<file path="src/include/trig_map.svh">
// Constants for the acquisition trigger control block.
// Assumes inclusion by the design file only.
`ifndef TRIG_MAP_SVH
`define TRIG_MAP_SVH
// Register byte offsets
`define TRIG_CTRL_OFS 8'h00
`define TRIG_LEVEL_OFS 8'h04
`define TRIG_RANGE_OFS 8'h08
`define TRIG_OFFSET_OFS 8'h0C
`define TRIG_DELAY_OFS 8'h10
`define TRIG_STEP_OFS 8'h14
`define TRIG_WINDOW_OFS 8'h18
`define TRIG_READOUT_OFS 8'h1C
`define TRIG_STATUS_OFS 8'h20
// Control field positions
`define CTRL_SRC_LSB 0
`define CTRL_SLOPE_BIT 5
`define CTRL_COUP_BIT 6
`define CTRL_UNIT_BIT 7
`define CTRL_ARM_BIT 8
`define CTRL_AUTO_BIT 9
`define CTRL_FINE_BIT 10
`define CTRL_INV_BIT 11
`define CTRL_VDC_BIT 12
// Limits and steps
`define PCT_MAX 100
`define EXT_MV_NARROW 500
`define EXT_MV_WIDE 1000
`define DLY_MAX_UNITS 2250
`define DLY_COARSE_UNITS 25
`define DLY_UNITS_PER_WINDOW 250
`define CODE_FULL 2047
`define RANGE_RESET_MV 1000
`define WINDOW_RESET 4096
// Auto trigger wait
`define AUTO_WAIT_MS 360
`define CLK_MHZ 250
`define AUTO_WAIT_CYCLES (`AUTO_WAIT_MS * 1000 * `CLK_MHZ)
`endif

</file>
<file path="src/include/trig_pkg.sv">
// Types for the acquisition trigger control block.
// Assumes the constants header sits beside it.
package trig_pkg;
    typedef enum logic [4:0] {
        SRC_CH_A = 5'h01,
        SRC_CH_B = 5'h02,
        SRC_SUM = 5'h04,
        SRC_EXT = 5'h08,
        SRC_CAL = 5'h10
    } source_type;
    typedef enum logic [2:0] {
        ST_IDLE = 3'h1,
        ST_WATCH = 3'h2,
        ST_DELAY = 3'h4
    } trig_state_type;
    typedef struct packed {
        logic vert_dc;
        logic invert;
        logic fine;
        logic mode_auto;
        logic arm_ext;
        logic units_pct;
        logic coup_ac;
        logic slope_fall;
        source_type source;
    } trig_cfg_type;
    typedef struct packed {
        logic signed [11:0] first_input_channel;
        logic signed [11:0] second_input_channel;
        logic signed [11:0] ext;
        logic signed [11:0] cal;
    } sample_set_type;
endpackage

</file>
<file path="src/hw/trig_ctrl.sv">
// Trigger control: source, level, slope, coupling, delay and arming.
// Assumes an AHB-Lite master, sampled signals from the front end on hclk
// and the acquisition state machine supplying run state and start pulses.
`timescale 1ns/1ns
`default_nettype none
`include "trig_map.svh"

module trig_ctrl #(
    parameter bit TWO_CHANNEL = 1'b1,
    parameter int unsigned AUTO_WAIT = `AUTO_WAIT_CYCLES
) (
    // Clock and reset
    input wire logic hclk,
    input wire logic hresetn,
    // AHB-Lite slave
    input wire logic hsel,
    input wire logic [31:0] haddr,
    input wire logic [1:0] htrans,
    input wire logic hwrite,
    input wire logic [2:0] hsize,
    input wire logic [31:0] hwdata,
    input wire logic hready,
    output logic hreadyout,
    output logic hresp,
    output logic [31:0] hrdata,
    // Sampled trigger signals
    input wire trig_pkg::sample_set_type samples,
    input wire logic sample_valid,
    // Acquisition state machine
    input wire logic acq_running,
    input wire logic acq_hold_next,
    input wire logic acq_start,
    // External arm pin
    input wire logic arm_in_n,
    // Results
    output logic storage_start,
    output logic level_tilde
);
    localparam int EXT_MV = TWO_CHANNEL ? `EXT_MV_WIDE : `EXT_MV_NARROW;

    function automatic logic signed [31:0] clamp(input logic signed [31:0] v, input int lim);
        clamp = (v > lim) ? lim : ((v < -lim) ? -lim : v);
    endfunction

    function automatic logic src_ok(input logic [4:0] s);
        if (TWO_CHANNEL) begin
            src_ok = (s == trig_pkg::SRC_CH_A) || (s == trig_pkg::SRC_CH_B) || (s == trig_pkg::SRC_SUM)
                || (s == trig_pkg::SRC_EXT);
        end else begin
            src_ok = (s == trig_pkg::SRC_EXT) || (s == trig_pkg::SRC_CAL);
        end
    endfunction

    // Register state
    trig_pkg::trig_cfg_type cfg_q, cfg_d;
    logic signed [7:0] pct_q, pct_d;
    logic signed [15:0] ext_mv_q, ext_mv_d;
    logic [15:0] range_q, range_d;
    logic signed [15:0] offset_q, offset_d;
    logic [11:0] dly_q, dly_d;
    logic [23:0] window_q, window_d;
    logic [31:0] hrdata_d;
    logic wr_q, wr_d;
    logic [7:0] addr_q, addr_d;

    // Trigger state
    trig_pkg::trig_state_type state_q, state_d;
    logic [2:0] arm_sync_q;
    logic arm_latch_q, arm_latch_d;
    logic [31:0] auto_cnt_q, auto_cnt_d;
    logic [35:0] dly_cnt_q, dly_cnt_d;
    logic signed [12:0] prev_q, prev_d;
    logic start_q, start_d;

    logic internal_src, armed, acq_active, crossing, auto_fire, arm_low;
    logic signed [12:0] sig, sig_raw, thr;
    logic signed [31:0] level_mv, wval, off_term, step_val, thr_wide;
    logic [35:0] dly_cycles;

    assign internal_src = (cfg_q.source != trig_pkg::SRC_EXT);
    assign off_term = (cfg_q.vert_dc && !cfg_q.coup_ac) ? 32'(offset_q) : 32'sh0;
    assign level_mv = internal_src ? (32'(pct_q) * $signed({16'h0000, range_q})) / 100 + off_term
        : 32'(ext_mv_q);
    assign wval = $signed(hwdata);
    assign step_val = clamp($signed({20'h00000, dly_q}) + $signed(hwdata[15:0]) * (cfg_q.fine ? 1 : `DLY_COARSE_UNITS),
        `DLY_MAX_UNITS);
    assign hreadyout = 1'b1;
    assign hresp = 1'b0;
    assign level_tilde = cfg_q.coup_ac;

    // Register file
    always_comb begin
        cfg_d = cfg_q;
        pct_d = pct_q;
        ext_mv_d = ext_mv_q;
        range_d = range_q;
        offset_d = offset_q;
        dly_d = dly_q;
        window_d = window_q;
        hrdata_d = hrdata;
        wr_d = 1'b0;
        addr_d = addr_q;
        if (hsel && hready && htrans[1]) begin
            wr_d = hwrite;
            addr_d = haddr[7:0];
            unique case (haddr[7:0])
                `TRIG_CTRL_OFS: hrdata_d = {19'h0, cfg_q};
                `TRIG_LEVEL_OFS: hrdata_d = internal_src && cfg_q.units_pct ? 32'(pct_q) : level_mv;
                `TRIG_RANGE_OFS: hrdata_d = {16'h0000, range_q};
                `TRIG_OFFSET_OFS: hrdata_d = 32'(offset_q);
                `TRIG_DELAY_OFS: hrdata_d = {20'h00000, dly_q};
                `TRIG_WINDOW_OFS: hrdata_d = {8'h00, window_q};
                `TRIG_READOUT_OFS: hrdata_d = level_mv;
                `TRIG_STATUS_OFS: hrdata_d = {25'h0, start_q, arm_latch_q, armed, level_tilde, state_q};
                default: hrdata_d = 32'h0000_0000;
            endcase
        end
        if (wr_q) begin
            unique case (addr_q)
                `TRIG_CTRL_OFS: begin
                    cfg_d.slope_fall = hwdata[`CTRL_SLOPE_BIT];
                    cfg_d.arm_ext = hwdata[`CTRL_ARM_BIT];
                    cfg_d.mode_auto = hwdata[`CTRL_AUTO_BIT];
                    cfg_d.fine = hwdata[`CTRL_FINE_BIT];
                    cfg_d.invert = hwdata[`CTRL_INV_BIT];
                    cfg_d.vert_dc = hwdata[`CTRL_VDC_BIT];
                    if (src_ok(hwdata[`CTRL_SRC_LSB +: 5])) begin
                        cfg_d.source = trig_pkg::source_type'(hwdata[`CTRL_SRC_LSB +: 5]);
                    end
                    if (cfg_d.source != trig_pkg::SRC_EXT) begin
                        cfg_d.units_pct = hwdata[`CTRL_UNIT_BIT];
                        cfg_d.coup_ac = TWO_CHANNEL ? hwdata[`CTRL_COUP_BIT] : 1'b1;
                    end
                    if (cfg_d.source == trig_pkg::SRC_EXT) begin
                        cfg_d.units_pct = 1'b0;
                        cfg_d.coup_ac = 1'b1;
                    end
                end
                `TRIG_LEVEL_OFS: begin
                    if (!internal_src) begin
                        ext_mv_d = 16'(clamp(wval, EXT_MV));
                    end else if (cfg_q.units_pct) begin
                        pct_d = 8'(clamp(wval, `PCT_MAX));
                    end else if (range_q != 16'h0000) begin
                        pct_d = 8'(clamp(((wval - off_term) * 100) / $signed({16'h0000, range_q}), `PCT_MAX));
                    end
                end
                `TRIG_RANGE_OFS: range_d = hwdata[15:0];
                `TRIG_OFFSET_OFS: offset_d = hwdata[15:0];
                `TRIG_DELAY_OFS: dly_d = 12'(clamp(wval, `DLY_MAX_UNITS) < 0 ? 0 : clamp(wval, `DLY_MAX_UNITS));
                `TRIG_STEP_OFS: begin
                    dly_d = (step_val < 0) ? 12'h000 : 12'(step_val);
                end
                `TRIG_WINDOW_OFS: window_d = hwdata[23:0];
                default: ;
            endcase
        end
    end

    always_ff @(posedge hclk or negedge hresetn) begin
        if (!hresetn) begin
            cfg_q <= '{vert_dc: 1'b1, invert: 1'b0, fine: 1'b0, mode_auto: 1'b1, arm_ext: 1'b0, units_pct: 1'b0,
                coup_ac: !TWO_CHANNEL, slope_fall: 1'b0,
                source: TWO_CHANNEL ? trig_pkg::SRC_CH_A : trig_pkg::SRC_EXT};
            pct_q <= 8'h00;
            ext_mv_q <= 16'h0000;
            range_q <= 16'(`RANGE_RESET_MV);
            offset_q <= 16'h0000;
            dly_q <= 12'h000;
            window_q <= 24'(`WINDOW_RESET);
            hrdata <= 32'h0000_0000;
            wr_q <= 1'b0;
            addr_q <= 8'h00;
        end else begin
            cfg_q <= cfg_d;
            pct_q <= pct_d;
            ext_mv_q <= ext_mv_d;
            range_q <= range_d;
            offset_q <= offset_d;
            dly_q <= dly_d;
            window_q <= window_d;
            hrdata <= hrdata_d;
            wr_q <= wr_d;
            addr_q <= addr_d;
        end
    end

    // Trigger source selection
    always_comb begin
        sig_raw = 13'sh0;
        unique case (cfg_q.source)
            trig_pkg::SRC_CH_A: sig_raw = 13'(samples.first_input_channel);
            trig_pkg::SRC_CH_B: sig_raw = 13'(samples.second_input_channel);
            trig_pkg::SRC_SUM: sig_raw = 13'(samples.first_input_channel) + 13'(samples.second_input_channel);
            trig_pkg::SRC_EXT: sig_raw = 13'(samples.ext);
            trig_pkg::SRC_CAL: sig_raw = 13'(samples.cal);
            default: sig_raw = 13'sh0;
        endcase
    end

    // Only vertical channels invert; slope and level settings stay untouched
    assign sig = (TWO_CHANNEL && internal_src && cfg_q.invert) ? -sig_raw : sig_raw;
    // Comparing in sample codes keeps the level fixed in the window when range moves
    assign thr_wide = internal_src ? (32'(pct_q) * `CODE_FULL) / `PCT_MAX
        : (32'(ext_mv_q) * `CODE_FULL) / EXT_MV;
    assign thr = 13'(thr_wide);
    assign crossing = sample_valid && (cfg_q.slope_fall ? (prev_q > thr && sig <= thr)
        : (prev_q < thr && sig >= thr));
    assign dly_cycles = ({24'h000000, dly_q} * {12'h000, window_q}) / 36'(`DLY_UNITS_PER_WINDOW);

    // Arming: a level counts only once the last two sync stages agree
    assign arm_low = !arm_sync_q[1] && !arm_sync_q[2];
    assign acq_active = acq_running || acq_hold_next;
    assign armed = (!cfg_q.arm_ext || cfg_q.mode_auto) ? 1'b1 : arm_latch_q;
    assign auto_fire = cfg_q.mode_auto && (auto_cnt_q == 32'(AUTO_WAIT - 1));
    assign storage_start = start_q;

    always_comb begin
        state_d = state_q;
        arm_latch_d = arm_latch_q;
        auto_cnt_d = auto_cnt_q;
        dly_cnt_d = dly_cnt_q;
        prev_d = sample_valid ? sig : prev_q;
        start_d = 1'b0;
        unique case (state_q)
            trig_pkg::ST_IDLE: begin
                if (acq_start) begin
                    state_d = trig_pkg::ST_WATCH;
                    auto_cnt_d = 32'h0000_0000;
                end
            end
            trig_pkg::ST_WATCH: begin
                auto_cnt_d = acq_start ? 32'h0000_0000 : auto_cnt_q + 32'h0000_0001;
                if (!acq_active) begin
                    state_d = trig_pkg::ST_IDLE;
                end else if ((crossing && armed) || auto_fire) begin
                    state_d = trig_pkg::ST_DELAY;
                    dly_cnt_d = dly_cycles;
                    arm_latch_d = 1'b0;
                end
            end
            trig_pkg::ST_DELAY: begin
                if (dly_cnt_q == 36'h0_0000_0000) begin
                    state_d = trig_pkg::ST_IDLE;
                    start_d = 1'b1;
                end else begin
                    dly_cnt_d = dly_cnt_q - 36'h0_0000_0001;
                end
            end
            default: state_d = trig_pkg::ST_IDLE;
        endcase
        // Set wins over the clear, so a pin held low rearms at once
        if (arm_low && acq_active) begin
            arm_latch_d = 1'b1;
        end
    end

    always_ff @(posedge hclk or negedge hresetn) begin
        if (!hresetn) begin
            state_q <= trig_pkg::ST_IDLE;
            arm_sync_q <= 3'h7;
            arm_latch_q <= 1'b0;
            auto_cnt_q <= 32'h0000_0000;
            dly_cnt_q <= 36'h0_0000_0000;
            prev_q <= 13'sh0;
            start_q <= 1'b0;
        end else begin
            state_q <= state_d;
            arm_sync_q <= {arm_sync_q[1:0], arm_in_n};
            arm_latch_q <= arm_latch_d;
            auto_cnt_q <= auto_cnt_d;
            dly_cnt_q <= dly_cnt_d;
            prev_q <= prev_d;
            start_q <= start_d;
        end
    end

    // Checks on the block's own state
    source_legal_a: assert property (@(posedge hclk) disable iff (!hresetn)
        src_ok(cfg_q.source))
        else $error("trigger source outside the variant's set");
    ext_units_volt_a: assert property (@(posedge hclk) disable iff (!hresetn)
        (cfg_q.source == trig_pkg::SRC_EXT) |-> !cfg_q.units_pct)
        else $error("external source left in percent units");
    ext_coupling_ac_a: assert property (@(posedge hclk) disable iff (!hresetn)
        (cfg_q.source == trig_pkg::SRC_EXT) |-> cfg_q.coup_ac)
        else $error("external source left in DC coupling");
    pct_range_a: assert property (@(posedge hclk) disable iff (!hresetn)
        (pct_q >= -`PCT_MAX) && (pct_q <= `PCT_MAX))
        else $error("percent level out of range");
    delay_range_a: assert property (@(posedge hclk) disable iff (!hresetn)
        dly_q <= `DLY_MAX_UNITS)
        else $error("delay beyond nine windows");
    ext_arm_gate_a: assert property (@(posedge hclk) disable iff (!hresetn)
        (state_q == trig_pkg::ST_WATCH && state_d == trig_pkg::ST_DELAY && cfg_q.arm_ext && !cfg_q.mode_auto)
        |-> arm_latch_q)
        else $error("trigger taken without external arm");
    start_pulse_a: assert property (@(posedge hclk) disable iff (!hresetn)
        start_q |=> !start_q)
        else $error("storage start longer than one cycle");
endmodule
`default_nettype wire

</file>
<file path="config.mk">
export PLATFORM = sky130hd
export DESIGN_NAME = trig_ctrl
export DESIGN_NICKNAME = d
export VERILOG_FILES = /design/src/include/trig_pkg.sv /design/src/hw/trig_ctrl.sv
export VERILOG_INCLUDE_DIRS = /design/src /design/src/include
export SDC_FILE = /design/constraint.sdc
export NUM_CORES = 2
export LEC_CHECK = 0
export ABC_AREA = 1
export BUFFER_PORTS_ARGS = -buffer_cell sky130_fd_sc_hd__buf_2
export CORE_MARGIN = 2
export CORE_UTILIZATION = 35
export CTS_CLUSTER_SIZE = 40
export DETAILED_ROUTE_END_ITERATION = 8
export PLACE_DENSITY = 0.55
export SYNTH_ARGS = -nofsm -noshare
export SYNTH_HDL_FRONTEND = slang
export SYNTH_SLANG_ARGS = --single-unit
export TNS_END_PERCENT = 20
</file>
<file path="constraint.sdc">
create_clock -name hclk -period 101.5 [get_ports hclk]
set_input_delay 20.3 -clock hclk [delete_from_list [all_inputs] [get_ports hclk]]
set_output_delay 20.3 -clock hclk [all_outputs]
set_load 0.03 [all_outputs]
</file>
==> results.yml <==
routing:
  drtIter0Drc: 6429
  drcViolationCount: 0
  wl_met3_um: 19500
  routedWlPerCell_um: 16.9
  first_pass_iters: 6
  m1WireLength_um: 146000
  vias: 93893
  dr_wl_met2_um: 141000
  ant_nets: 0
  dr.max_layer_used: "met5"
  wl_um: 316000
  via_per_inst: 5.02
worst_hold_path:
  whs_path_depth: 0
  hold_path.class: "flop to flop"
finish:
  syn_to_final_growth_pct: 10.8
  fin_area_mm2: 0.102
  num-nets-final: 16685
  fillers: 28868
  layout-drive-gt1-share_pct: 13.1
  final_util_pct: 38.9
  final_cells: 18717
timing:
  setup_viol: 0
  fmax_mhz: 10.5
  max_slew_margin_pct: 9.64
  post-route-period-util_pct: 93.9
  finalHoldViolCount: 0
  finalMaxSlewViolations: 0
  worst_pin_slew_ns: 1.35
  whs_ns: 0.368
  fin_crit_ns: 95.26
  clock_skew_ns: 0.0438
floorplan:
  die_area_mm2: 0.267
  fp.dieH_um: 517
  pin_count: 163
  start_util_pct: 35.1
  rows: 188
  core_area_mm2: 0.262
  die_w_um: 517
logic_synthesis:
  synth_top_cell_area_share_pct: 13.4
  synth_common_cells: "nand2_1, inv_1, nor2_1, ha_1, a21oi_1"
  yosysWarnings: 0
  synth_edf_count: 0
  synth_cells: 14623
  synth_nets: 16134
  avgSynthCellArea_um2: 6.30
  yosysMostFrequentCell: "nand2_1"
  yosysTopAreaCell: "nand2_1"
  async_flop_share_pct: 100
  synth_cell_types: 106
  ys_ff_latch: 235
  seq_area_frac_synth_pct: 6.41
  yosys-top-cells-area: "nand2_1, ha_1, fa_1"
  synthFlopType: "dfrtp_1"
  synthesis.area_mm2: 0.0921
global_route:
  grt_first_pass_wirelength_um: 495000
  globalRouteOverflowTotal: 0
  grt_max_degree: 63
  grt_pass1_vias: 88640
  antenna_found_initial: 28
  globalRouteTotalUtil_pct: 23.2
setup_path:
  r2r_cells: 512
  crit_arrival_ns: 95.73
  cpMostUsedCell: "nand2_1"
  worst_setup_path_start_kind: "input port"
  crit_path_max_fanout: 25
  max_stage_delay_ns: 0.52
  reg2reg_slack_ns: 24.38
  required_ns: 101.97
  worst_path_max_delay_cell: "fa_1"
  end_kind: "flop"
  path_class: "input port to flop"
place:
  place.gp.congestion: 0.966
  dp_hpwl_um: 261000
  port_buffers: 132
  placed_area_mm2: 0.0998
  placed_cells: 18603
clocking:
  clock-sinks: 235
  cts_hold_buf: 0
  cts-root-buf: "clkbuf_16"
  cts_inserted_buffers: 34
  clk_pin_slew_ns: 0.06
  cts_tree: "done"
  htree_levels: 2
  cts_buffer_depth: 3
  clkLatencyLatePin_ns: 0.61
run:
  maxCapViolations: 0
run_status:
  outcome: "finished, final reports clean"
## registers in the layout, indices dropped and copies added, names as in the netlist, 12 cells and up
signal	cells
dly_q	12
prev_q	13
window_q	24
ext_mv_q	16
hrdata	32
offset_q	16
auto_cnt_q	32
range_q	16
cfg_q	12
dly_cnt_q	36
## per-layer routing
metal,track usage [%],up-vias
met1,31.9,43306
li1,-,48051
met5,0,-
met3,2.96,370
met4,5.38,32
met2,38.3,2134
## critical path: cells and delay by family
kind | cells | cell delay [ns]
and+or+nand+nor | 229 | 28.72
AOI/OAI and AO/OA | 151 | 22.66
adders and majority gates | 39 | 12.15
buffers and inverters | 88 | 10.42
xor gates and xnor gates | 6 | 1.27
## worst paths after layout
kind                                   to           from
hold / removal              arm_sync_q[1]  arm_sync_q[0]
min in group asynchronous  auto_cnt_q[11]        hresetn
setup / recovery                 pct_q[5]      hwdata[0]
hold reg to reg             arm_sync_q[1]  arm_sync_q[0]
max in group asynchronous    dly_cnt_q[2]        hresetn
setup reg to reg                 pct_q[5]      cfg_q[12]
## kinds of logic after synthesis
kind of cell	count (synthesis)	share of synthesized area, %
flip-flops	235	6.41
AND/OR/NAND/NOR	6821	34.4
multiplexers	9	0.106
adder cells (fa/ha/maj)	1384	22.7
buffers and inverters	2950	13.4
XOR/XNOR	938	8.98
other	2	0.00816
AO/OA/AOI/OAI	2284	14.0
## placed cells by master (no fill, tap or decap), drive strengths merged, types with 47 or more instances in the layout
cell,n
o21bai,92
clkinv,51
or2,79
a21o,47
nand2,3648
ha,909
nor3,233
inv,2577
xnor2,278
nor4,73
nand3,895
xor2,660
clkbuf,50
a31oi,57
buf,829
nand4,299
dfrtp,221
o21ai,903
a21oi,870
nor2,1504
fa,475
## final cells by class
type | instances | area [µm²] | area share, %
multi-input cells | 11438 | 74500 | 73.0
inverters | 2632 | 10000 | 9.83
repair buffers | 831 | 6020 | 5.90
flip-flops and latches | 235 | 5900 | 5.78
well taps | 3515 | 4400 | 4.31
clock buffers | 48 | 1030 | 1.01
clock inverters | 14 | 140 | 0.137
repair inverters | 2 | 15.0 | 0.0147
diodes | 2 | 5.00 | 0.00490
## stage by stage
stage / setup WS (ns) / TNS [ns]
floorplan: 2.68 / 0
global placement: 0.554 / 0
detailed placement: 0.277 / 0
CTS: 0.494 / 0
global route: -0.252 / -1.38
finish: 6.24 / 0
## what timing repair did
action                     in CTS  in global routing
gates resized for setup         0                237
setup endpoints to repair       0                  8
setup buffers                   0                 48
Power is not shown: default switching activity piles up to over one toggle a cycle in this logic, so the estimate is an artifact.
